<file path="src/include/rcp_defs.svh">
`ifndef RCP_DEFS_SVH
`define RCP_DEFS_SVH
// ****************************************
// Register byte addresses on the APB.
// ****************************************
`define RCP_ADDR_REQ 8'h00
`define RCP_ADDR_CUR 8'h04
`define RCP_ADDR_STAT 8'h08
`define RCP_ADDR_CFG 8'h0c
`define RCP_ADDR_WAIT 8'h10
`define RCP_ADDR_INFO 8'h14
`define RCP_ADDR_PDIR_LO 8'h40
`define RCP_ADDR_PDIR_HI 8'h8c
// ****************************************
// Field positions.
// ****************************************
`define RCP_REQ_SRC_LSB 0
`define RCP_REQ_MODE_LSB 16
`define RCP_STAT_ERR_BIT 0
`define RCP_STAT_BUSY_BIT 1
// ****************************************
// Encodings.
// ****************************************
`define RCP_VER_A 2'h1
`define RCP_VER_B 2'h2
`define RCP_VER_C 2'h3
`define RCP_SRC_FAST 16'h0100
`define RCP_SRC_MAIN 16'h0200
`define RCP_SRC_SUB 16'h0300
`define RCP_SRC_PLL 16'h0400
`define RCP_MODE_HIGH 8'h00
`define RCP_MODE_MID_1A 8'h02
`define RCP_MODE_MID_1B 8'h03
`define RCP_MODE_MID_2A 8'h04
`define RCP_MODE_MID_2B 8'h05
`define RCP_MODE_LOW_1 8'h06
`define RCP_MODE_LOW_2 8'h07
`define RCP_SUB_DRIVE_LOW 8'h02
`define RCP_SUB_DRIVE_STD 8'h0c
`define RCP_FREQ_50 2'h3
`define RCP_FAST_WAIT_50 8'h03
`define RCP_FAST_WAIT_OTHER 8'h02
`define RCP_DIV_PLL 32'h2182_1211
`define RCP_DIV_FAST 32'h1081_1110
`define RCP_DIV_OTHER 32'h0080_1010
`define RCP_STOP_ON 1'b1
`define RCP_STOP_OFF 1'b0
// ****************************************
// Reset values and timing.
// ****************************************
`define RCP_RST_SRC 16'h0000
`define RCP_RST_MODE 8'h00
`define RCP_RST_VER 2'h1
`define RCP_TICK_DIV 5'h1f
`define RCP_TICK_NS 232727
`define RCP_FAST_MIN_WAIT_NS 350000
`define RCP_FAST_MIN_TICKS ((`RCP_FAST_MIN_WAIT_NS + `RCP_TICK_NS - 1) / `RCP_TICK_NS)
// ****************************************
// Direction presets, port P0 in the low byte up to port PL at the top.
// ****************************************
`define RCP_PDIR_145 160'h0
`define RCP_PDIR_100 160'h03_3c_20_00_20_00_00_00_00_00_0f_cf_ff_ff_40_00_00_00_00_07
`define RCP_PDIR_80 160'h00_00_08_00_00_c0_f8_03_00_80_00_00_00_00_0f_00_08_3c_00_00
`define RCP_PDIR_64 160'h00_00_0a_00_00_c0_ff_03_14_a4_00_00_00_00_0f_a0_18_3f_0c_80
`define RCP_PDIR_48 160'h00_00_0a_00_00_e1_ff_0f_d4_a5_00_00_00_00_3f_b8_1c_3f_0c_a8
`endif

</file>
<file path="src/include/rcp_pkg.sv">
package rcp_pkg;
    // Package size selector for the direction presets.
    typedef enum logic [2:0] {
        RCP_PKG_145 = 3'b000,
        RCP_PKG_100 = 3'b001,
        RCP_PKG_80 = 3'b010,
        RCP_PKG_64 = 3'b011,
        RCP_PKG_48 = 3'b100
    } rcp_pkg_e;
    // Static configuration that software writes into the CFG register.
    typedef struct packed {
        logic [2:0] mstop;
        rcp_pkg_e pkg;
        logic sub_std;
        logic [1:0] freq;
        logic fast_en;
        logic pll_en;
        logic [1:0] ver;
    } rcp_cfg_s;
    // A clock source and power mode pair.
    typedef struct packed {
        logic [7:0] mode;
        logic [15:0] src;
    } rcp_sel_s;
endpackage

</file>
<file path="src/core/rcp_preset_rom.sv">
`timescale 1ns/10ps
`default_nettype none
`include "rcp_defs.svh"
module rcp_preset_rom (
    input wire rcp_pkg::rcp_pkg_e pkg,
    input wire logic [4:0] port_idx,
    output logic [7:0] dir_preset
);
    import rcp_pkg::*;
    // ****************************************
    // Table selection.
    // ****************************************
    // Whole table for the selected package; unknown codes fall back to all inputs.
    wire logic [159:0] table_w;
    assign table_w = (pkg == RCP_PKG_100) ? `RCP_PDIR_100 :
                     (pkg == RCP_PKG_80) ? `RCP_PDIR_80 :
                     (pkg == RCP_PKG_64) ? `RCP_PDIR_64 :
                     (pkg == RCP_PKG_48) ? `RCP_PDIR_48 : `RCP_PDIR_145;
    // Indexes past the last port read as zero so no bit is forced by mistake.
    assign dir_preset = (port_idx < 5'd20) ? table_w[{port_idx, 3'b000} +: 8] : 8'h00;
endmodule
`default_nettype wire

</file>
<file path="src/core/rcp_top.sv">
// Summary of operation
// - Version A refuses main clock as source
// - Middle modes 2A, 2B legal on version B
// - Low mode 1 refused while PLL enabled
// - Low mode 2 refused with PLL or fast osc
// - Power mode codes 00h, 02h to 07h
// - Source codes 0100h, 0200h, 0300h, 0400h
// - Sub drive 02h low load, 0Ch standard
// - Module stop: one stops, zero runs
`timescale 1ns/10ps
`default_nettype none
`include "rcp_defs.svh"
module rcp_top (
    input wire logic pclk,
    input wire logic presetn,
    input wire logic psel,
    input wire logic penable,
    input wire logic pwrite,
    input wire logic [7:0] paddr,
    input wire logic [31:0] pwdata,
    output logic [31:0] prdata,
    output logic pready,
    output logic pslverr,
    input wire logic slow_onchip_osc,
    output logic [15:0] sys_clk_sel,
    output logic [7:0] power_mode,
    output logic [31:0] sys_clk_divider_word,
    output logic [7:0] fast_osc_wait_value,
    output logic [7:0] sub_drive,
    output logic [2:0] module_stop,
    output logic pll_osc_en,
    output logic fast_onchip_osc_en,
    output logic cfg_error,
    output logic wait_busy
);
    import rcp_pkg::*;

    // ****************************************
    // Functions.
    // ****************************************
    // True when a source and mode pair may be applied under the given configuration.
    function automatic logic sel_legal(input rcp_sel_s s, input rcp_cfg_s c);
        logic src_ok;
        logic mode_ok;
        src_ok = (s.src == `RCP_SRC_FAST) || (s.src == `RCP_SRC_SUB) ||
                 (s.src == `RCP_SRC_PLL) ||
                 ((s.src == `RCP_SRC_MAIN) && (c.ver != `RCP_VER_A));
        mode_ok = (s.mode == `RCP_MODE_HIGH) || (s.mode == `RCP_MODE_MID_1A) ||
                  (s.mode == `RCP_MODE_MID_1B) ||
                  (((s.mode == `RCP_MODE_MID_2A) || (s.mode == `RCP_MODE_MID_2B)) &&
                   (c.ver == `RCP_VER_B)) ||
                  ((s.mode == `RCP_MODE_LOW_1) && !c.pll_en) ||
                  ((s.mode == `RCP_MODE_LOW_2) && !c.pll_en && !c.fast_en);
        return src_ok && mode_ok;
    endfunction

    // Divider word that goes with a clock source.
    function automatic logic [31:0] div_for(input logic [15:0] src);
        return (src == `RCP_SRC_PLL) ? `RCP_DIV_PLL :
               (src == `RCP_SRC_FAST) ? `RCP_DIV_FAST : `RCP_DIV_OTHER;
    endfunction

    // ****************************************
    // State.
    // ****************************************
    rcp_cfg_s cfg_q; // Software configuration.
    rcp_sel_s cur_q; // Source and mode in force.
    logic err_q; // Sticky refusal flag.
    logic [15:0] wait_cnt_q; // Remaining wait ticks.
    logic [4:0] pre_q; // Slow-oscillator edge prescaler.
    logic [2:0] osc_sync_q; // Two-stage synchroniser plus edge history.
    logic [31:0] prdata_q;
    logic pready_q;
    logic pslverr_q;
    logic busy_q; // Registered copy of the counter-nonzero test.
    logic [31:0] div_q;
    logic [7:0] fwait_q;
    logic [7:0] sdrv_q;

    // ****************************************
    // Bus decode.
    // ****************************************
    // The setup phase prepares the answer; the access phase commits writes.
    wire logic setup_w = psel && !penable;
    wire logic commit_w = psel && penable && pready_q;
    wire logic wr_w = commit_w && pwrite;
    wire logic hit_req = (paddr == `RCP_ADDR_REQ);
    wire logic hit_cur = (paddr == `RCP_ADDR_CUR);
    wire logic hit_stat = (paddr == `RCP_ADDR_STAT);
    wire logic hit_cfg = (paddr == `RCP_ADDR_CFG);
    wire logic hit_wait = (paddr == `RCP_ADDR_WAIT);
    wire logic hit_info = (paddr == `RCP_ADDR_INFO);
    wire logic hit_pdir = (paddr >= `RCP_ADDR_PDIR_LO) && (paddr <= `RCP_ADDR_PDIR_HI) &&
                          (paddr[1:0] == 2'b00);
    wire logic mapped_w = hit_req || hit_cur || hit_stat || hit_cfg || hit_wait ||
                          hit_info || hit_pdir;
    // Preset tables are read-only; writing them is a slave error.
    wire logic bad_w = !mapped_w || (pwrite && (hit_cur || hit_info || hit_pdir));

    // Port index from the preset window address.
    wire logic [7:0] pdir_off_w = paddr - `RCP_ADDR_PDIR_LO;
    wire logic [7:0] pdir_val_w;

    // Direction preset lookup for the port being addressed.
    rcp_preset_rom u_rom (
        .pkg(cfg_q.pkg),
        .port_idx(pdir_off_w[6:2]),
        .dir_preset(pdir_val_w)
    );

    // ****************************************
    // Request check.
    // ****************************************
    wire rcp_sel_s req_w = pwdata[23:0];
    wire logic req_wr_w = wr_w && hit_req;
    wire logic req_ok_w = sel_legal(req_w, cfg_q);
    // Error sets on a refused request; a same-cycle clear loses to the set.
    wire logic err_clr_w = wr_w && hit_stat && pwdata[`RCP_STAT_ERR_BIT];
    wire logic err_d = (req_wr_w && !req_ok_w) || (err_q && !err_clr_w);

    // ****************************************
    // Wait timer.
    // ****************************************
    // One tick per 32 rising edges of the synchronised slow oscillator.
    wire logic osc_rise_w = osc_sync_q[1] && !osc_sync_q[2];
    wire logic tick_w = osc_rise_w && (pre_q == `RCP_TICK_DIV);
    wire logic [15:0] wait_d = (wr_w && hit_wait) ? pwdata[15:0] :
                               (tick_w && (wait_cnt_q != 16'h0000)) ?
                               wait_cnt_q - 16'h0001 : wait_cnt_q;

    // ****************************************
    // Read mux.
    // ****************************************
    wire logic [31:0] rd_w =
        hit_req ? {8'h00, cur_q} :
        hit_cur ? {8'h00, cur_q} :
        hit_stat ? {30'h0, (wait_cnt_q != 16'h0000), err_q} :
        hit_cfg ? {19'h0, cfg_q} :
        hit_wait ? {16'h0, wait_cnt_q} :
        hit_info ? {fwait_q, sdrv_q, 16'h0000} :
        hit_pdir ? {24'h0, pdir_val_w} : 32'h0000_0000;

    // ****************************************
    // Bus answer registers.
    // ****************************************
    // Answer is ready in the first access cycle, so no wait states occur.
    always_ff @(posedge pclk or negedge presetn) begin
        if (!presetn) begin
            pready_q <= 1'b0;
            pslverr_q <= 1'b0;
            prdata_q <= 32'h0000_0000;
        end else begin
            pready_q <= setup_w;
            pslverr_q <= setup_w && bad_w;
            prdata_q <= (setup_w && !pwrite) ? rd_w : 32'h0000_0000;
        end
    end

    // ****************************************
    // Configuration and selection.
    // ****************************************
    // A refused request leaves the source and mode untouched.
    always_ff @(posedge pclk or negedge presetn) begin
        if (!presetn) begin
            cfg_q <= '{mstop: {3{`RCP_STOP_OFF}}, pkg: RCP_PKG_145, sub_std: 1'b0,
                       freq: 2'h0, fast_en: 1'b0, pll_en: 1'b0, ver: `RCP_RST_VER};
            cur_q <= '{mode: `RCP_RST_MODE, src: `RCP_RST_SRC};
            err_q <= 1'b0;
        end else begin
            if (wr_w && hit_cfg) begin
                cfg_q <= pwdata[12:0];
            end
            if (req_wr_w && req_ok_w) begin
                cur_q <= req_w;
            end
            err_q <= err_d;
        end
    end

    // ****************************************
    // Derived settings.
    // ****************************************
    // Registered so each output leaves straight from a flip-flop.
    always_ff @(posedge pclk or negedge presetn) begin
        if (!presetn) begin
            div_q <= `RCP_DIV_OTHER;
            fwait_q <= `RCP_FAST_WAIT_OTHER;
            sdrv_q <= `RCP_SUB_DRIVE_LOW;
        end else begin
            div_q <= div_for(cur_q.src);
            fwait_q <= (cfg_q.freq == `RCP_FREQ_50) ? `RCP_FAST_WAIT_50 :
                       `RCP_FAST_WAIT_OTHER;
            sdrv_q <= cfg_q.sub_std ? `RCP_SUB_DRIVE_STD : `RCP_SUB_DRIVE_LOW;
        end
    end

    // ****************************************
    // Slow oscillator synchroniser and timer.
    // ****************************************
    // The pin is asynchronous; logic looks only at the second stage and at the edge history behind it.
    always_ff @(posedge pclk or negedge presetn) begin
        if (!presetn) begin
            osc_sync_q <= 3'b000;
            pre_q <= 5'h00;
            wait_cnt_q <= 16'h0000;
            busy_q <= 1'b0;
        end else begin
            osc_sync_q <= {osc_sync_q[1:0], slow_onchip_osc};
            pre_q <= osc_rise_w ? pre_q + 5'h01 : pre_q;
            wait_cnt_q <= wait_d;
            // Taken from the next count so the busy pin leaves a flip-flop in step with it.
            busy_q <= (wait_d != 16'h0000);
        end
    end

    // ****************************************
    // Outputs.
    // ****************************************
    assign prdata = prdata_q;
    assign pready = pready_q;
    assign pslverr = pslverr_q;
    assign sys_clk_sel = cur_q.src;
    assign power_mode = cur_q.mode;
    assign sys_clk_divider_word = div_q;
    assign fast_osc_wait_value = fwait_q;
    assign sub_drive = sdrv_q;
    assign module_stop = cfg_q.mstop;
    assign pll_osc_en = cfg_q.pll_en;
    assign fast_onchip_osc_en = cfg_q.fast_en;
    assign cfg_error = err_q;
    assign wait_busy = busy_q;
endmodule
`default_nettype wire

</file>
<file path="config.mk">
export PLATFORM = sky130hd
export DESIGN_NAME = rcp_top
export DESIGN_NICKNAME = d
export VERILOG_FILES = /design/src/include/rcp_pkg.sv /design/src/core/rcp_preset_rom.sv /design/src/core/rcp_top.sv
export VERILOG_INCLUDE_DIRS = /design/src /design/src/include
export SDC_FILE = /design/constraint.sdc
export NUM_CORES = 1
export LEC_CHECK = 0
export BUFFER_PORTS_ARGS = -buffer_cell sky130_fd_sc_hd__clkbuf_2
export CORE_MARGIN = 2
export CORE_UTILIZATION = 47
export CTS_BUF_LIST = sky130_fd_sc_hd__clkbuf_16
export DETAILED_ROUTE_END_ITERATION = 16
export HOLD_SLACK_MARGIN = 0.03
export PLACE_DENSITY = 0.76
export SLEW_MARGIN = 0
export SYNTH_ARGS = -nofsm -noshare
export SYNTH_HDL_FRONTEND = slang
export SYNTH_HIERARCHICAL = 1
export SYNTH_SLANG_ARGS = --single-unit
</file>
<file path="constraint.sdc">
create_clock -name pclk -period 2.5 [get_ports pclk]
set_input_delay 0.125 -clock pclk [delete_from_list [all_inputs] [get_ports pclk]]
set_output_delay 0.125 -clock pclk [all_outputs]
set_load 0.02 [all_outputs]
</file>
==> impl_metrics.yaml <==
status:
  status: "finished, violations left"
  failed_checks: "setup timing"
route:
  detail_route.wirelength_mm: 15.9
  vias: 4963
  post-route-drc-count: 0
  wl_per_cell_um: 18.8
  via_per_inst: 5.87
  ant_nets: 0
  dr.first_iter.drc_count: 518
  drt-pass1-iter-count: 5
sta:
  setup_viol: 1
  slew_headroom_pct: 43.8
  final_critical_path_setup_slack_ns: -0.0569
  period_minus_slack_ns: 2.56
  timing.setup.tns_ns: -0.0569
  unrepaired_setup_endpoints_after_global_routing: "yes"
  post_route_skew_ns: 0.0118
  timing.hold.ws_ns: 0.0553
  timing_worst_slew_pin_value_ns: 0.843
  maxClockFrequency_ghz: 0.391
  finalHoldViolations: 0
  layout_worst_path_cycle_share_pct: 102
  final_max_slew_viol_count: 0
power_and_ir_drop:
  power_density_nw_per_um2: 514
  p_total_uw: 3430
  cellLeakagePower_uw: 0.00310
  max-vdd-ir-drop_mv: 0.486
placed_design:
  place.detailed.instances: 825
  post-dp-hpwl_mm: 11.9
  globalplace.congestion: 1.04
  port_buffer_cells: 108
setup_path:
  worstPathRequired_ns: 2.72
  worstPathMaxFanout: 4
  setup.worst_path.start_class: "flop"
  path_class: "flop to flop"
  cp.arrival_ns: 2.77
  worst_setup_path_end_kind: "flop"
floorplanning:
  chipHeight_um: 112
  start_util_pct: 48.1
  die_x_um: 112
  core_region_area_um2: 11400
  design.die.area_um2: 12500
  placementRows: 39
  num_ports: 159
logic_synthesis:
  synth_mux_area_share_pct: 4.92
  syn-instance-count: 560
  synth_top_family_by_area: "simple AND/OR/NAND/NOR gates"
  largest_area_contributor_in_the_synthesized_netlist: "sky130_fd_sc_hd__dfrtp_1"
  postSynthRegisterBits: 96
  compound_cell_area_share_of_the_yosys_netlist_pct: 14.3
  yosys.area_share.simple_pct: 22.8
  netlist.area_leader.share_pct: 43.0
  synth_ff_type: "sky130_fd_sc_hd__dfrtp_1"
  number_of_enable_type_register_cells_in_the_synthesized_netlist: 0
  synthDistinctLibCells: 69
  postSynthAreaPerCell_um2: 9.77
  synth-warning-count: 6
  synth.yosys.seq_area_share_pct: 43.9
  ys_async_sr_fraction_pct: 100
  synth.cell_area_um2: 5470
  synth.area.top_cells: "sky130_fd_sc_hd__dfrtp_1 (43%), sky130_fd_sc_hd__buf_4 (7.4%), sky130_fd_sc_hd__mux2_2 (4.7%)"
  yosys.area_share.adder_pct: 0.914
  synthXorXnorAreaFrac_pct: 2.08
cts:
  cts_tree: "done"
  cts_buffer_depth: 2
  clk_latency_ns: 0.35
  clock-root-buffer: "sky130_fd_sc_hd__clkbuf_16"
  cts_max_level: 3
  numCtsBuffers: 9
  clkSlewWorstSetupHoldPaths_ns: 0.07
  clock_sinks: 96
run:
  maxCapViolCount: 0
finish:
  antennaDiodeCount: 0
  fillerInstances: 1001
  layout_area_growth_over_synthesis_pct: 21.8
  post_layout_nonfiller_instances: 845
  nets: 747
  final_layout_size_suffix_gt1_share_pct: 33.5
global_routing:
  groute.usage.overall_pct: 25.3
  grt_start_max_net_pins: 51
  grt_pass1_vias: 4631
  antenna_found_initial: 0
  grt_first_pass_wirelength_mm: 25.0
  overflow: 0
min_path:
  timing.hold.worst.class: "primary input to flop"
[area by class of cell]
cell class / instances / area, µm² / share of cell area (%)
flip-flops and latches: 96 / 2410 / 36.1
clock buffers: 9 / 225 / 3.38
inverters: 15 / 56.3 / 0.844
multi-input cells: 406 / 2710 / 40.7
repair buffers: 169 / 1020 / 15.3
clock inverters: 7 / 70.1 / 1.05
well taps: 143 / 179 / 2.68
[logic make-up (layout without fill, tap and decap cells)]
| kind of cell | Yosys count | after routing |
|---|---|---|
| adders and majority gates | 4 | 4 |
| and+or+nand+nor | 211 | 211 |
| AOI/OAI and AO/OA | 112 | 112 |
| buffers and inverters | 98 | 200 |
| other | 2 | 42 |
| xor gates and xnor gates | 13 | 13 |
| muxes | 24 | 24 |
| DFF | 96 | 96 |
[critical path, cell delays in order, from the launching register on]
cell and delay, ns:
sky130_fd_sc_hd__dfrtp_1 0.35, sky130_fd_sc_hd__ha_1 0.17, sky130_fd_sc_hd__and3_1 0.16, sky130_fd_sc_hd__ha_1 0.15, sky130_fd_sc_hd__nand3b_1 0.16, sky130_fd_sc_hd__or3_4 0.40
sky130_fd_sc_hd__o31ai_2 0.20, sky130_fd_sc_hd__a31oi_1 0.15, sky130_fd_sc_hd__or4_4 0.43, sky130_fd_sc_hd__nor4_2 0.14, sky130_fd_sc_hd__nand4b_1 0.11
[per-stage QoR]
stage | instance area, µm² | util, % | setup WS, ns
floorplan | 5630 | - | 0.0196
global placement | 6260 | 55.1 | -0.0885
detailed placement | 6260 | 55.1 | -0.135
CTS | 6630 | 58.3 | -0.00817
global route | 6670 | 58.6 | -0.213
finish | 6670 | 58.6 | -0.0569
[Yosys cell counts (all sizes together), types with 9 or more instances]
cell    count
o21ai      26
clkbuf     19
nand2      28
nor2b      21
nor3       11
buf        64
xnor2       9
dfrtp      94
inv        15
nand3b     10
a222oi     13
a21oi      29
nor4       23
nand2b     10
nor2       39
mux2       23
nand3       9
[placed cells by master, fill, tap and decap left out, types with 4 or more instances in the layout]
| master | Yosys | final |
|---|---|---|
| sky130_fd_sc_hd__clkbuf_2 | 0 | 107 |
| sky130_fd_sc_hd__dfrtp_1 | 94 | 93 |
| sky130_fd_sc_hd__buf_4 | 54 | 59 |
| sky130_fd_sc_hd__conb_1 | 2 | 42 |
| sky130_fd_sc_hd__nor2_1 | 38 | 38 |
| sky130_fd_sc_hd__a21oi_1 | 29 | 29 |
| sky130_fd_sc_hd__nand2_1 | 28 | 28 |
| sky130_fd_sc_hd__mux2_2 | 23 | 23 |
| sky130_fd_sc_hd__o21ai_0 | 22 | 22 |
| sky130_fd_sc_hd__nor2b_1 | 21 | 21 |
| sky130_fd_sc_hd__nor4_1 | 21 | 17 |
| sky130_fd_sc_hd__inv_1 | 15 | 16 |
| sky130_fd_sc_hd__a222oi_1 | 13 | 13 |
| sky130_fd_sc_hd__nand2b_1 | 10 | 10 |
| sky130_fd_sc_hd__nor3_1 | 11 | 10 |
| sky130_fd_sc_hd__nand3b_1 | 10 | 10 |
| sky130_fd_sc_hd__xnor2_1 | 9 | 9 |
| sky130_fd_sc_hd__clkbuf_16 | 0 | 9 |
| sky130_fd_sc_hd__nand3_1 | 9 | 8 |
| sky130_fd_sc_hd__and3_1 | 8 | 8 |
| sky130_fd_sc_hd__a31oi_1 | 7 | 7 |
| sky130_fd_sc_hd__or3_1 | 7 | 6 |
| sky130_fd_sc_hd__or4_1 | 7 | 6 |
| sky130_fd_sc_hd__a211oi_1 | 6 | 6 |
| sky130_fd_sc_hd__nand4_1 | 5 | 5 |
| sky130_fd_sc_hd__a22oi_1 | 5 | 5 |
| sky130_fd_sc_hd__nand4b_1 | 4 | 4 |
| sky130_fd_sc_hd__xor2_1 | 4 | 4 |
| sky130_fd_sc_hd__or4b_1 | 4 | 4 |
| sky130_fd_sc_hd__o21ai_1 | 4 | 4 |
[sequential cells by signal (all words and copies together) (netlist names)]
register / cells
osc_sync_q: 3
wait_busy: 1
fast_osc_wait_value: 1
cfg_q: 8
sys_clk_divider_word: 2
sys_clk_sel: 16
pll_osc_en: 1
pslverr: 1
sub_drive: 2
module_stop: 3
prdata: 26
pre_q: 5
power_mode: 8
fast_onchip_osc_en: 1
cfg_error: 1
pready: 1
wait_cnt_q: 16
[per-layer routing]
metal	vias up	global-route usage (%)	wire (µm)
met5	-	0	0
met4	0	7.90	403
met3	29	5.82	1370
met2	291	39.3	7370
met1	2409	35.5	6750
li1	2234	-	-
[where the power goes]
part           switching, µW  leakage, µW  internal [µW]  total (µW)
sequential              35.5      0.00121           1610        1640
combinational            260      0.00175            161         421
clock                    592     0.000141            775        1370
[worst paths after layout]
| kind | startpoint | end | slack (ns) | depth (start not counted) |
|---|---|---|---|---|
| worst min-delay path | pwrite | pslverr | 0.06 | 3 |
| max in group asynchronous | presetn | cfg_q[0] | 1.41 | 3 |
| worst max-delay path | pre_q[0] | wait_busy | -0.06 | 10 |
| worst min register to register | osc_sync_q[0] | osc_sync_q[1] | 0.36 | 0 |
| min in group asynchronous | presetn | prdata[23] | 0.36 | 2 |
| worst max register to register | pre_q[0] | wait_busy | -0.06 | 10 |
[timing repair]
item,CTS,global route
hold endpoints to repair,50,0
gates resized for setup,7,7
hold buffers,2,0
setup endpoints to repair,2,3
buffers inserted,2,0
pin swaps,4,2
Note: power is estimated with default switching activity, not from simulation.
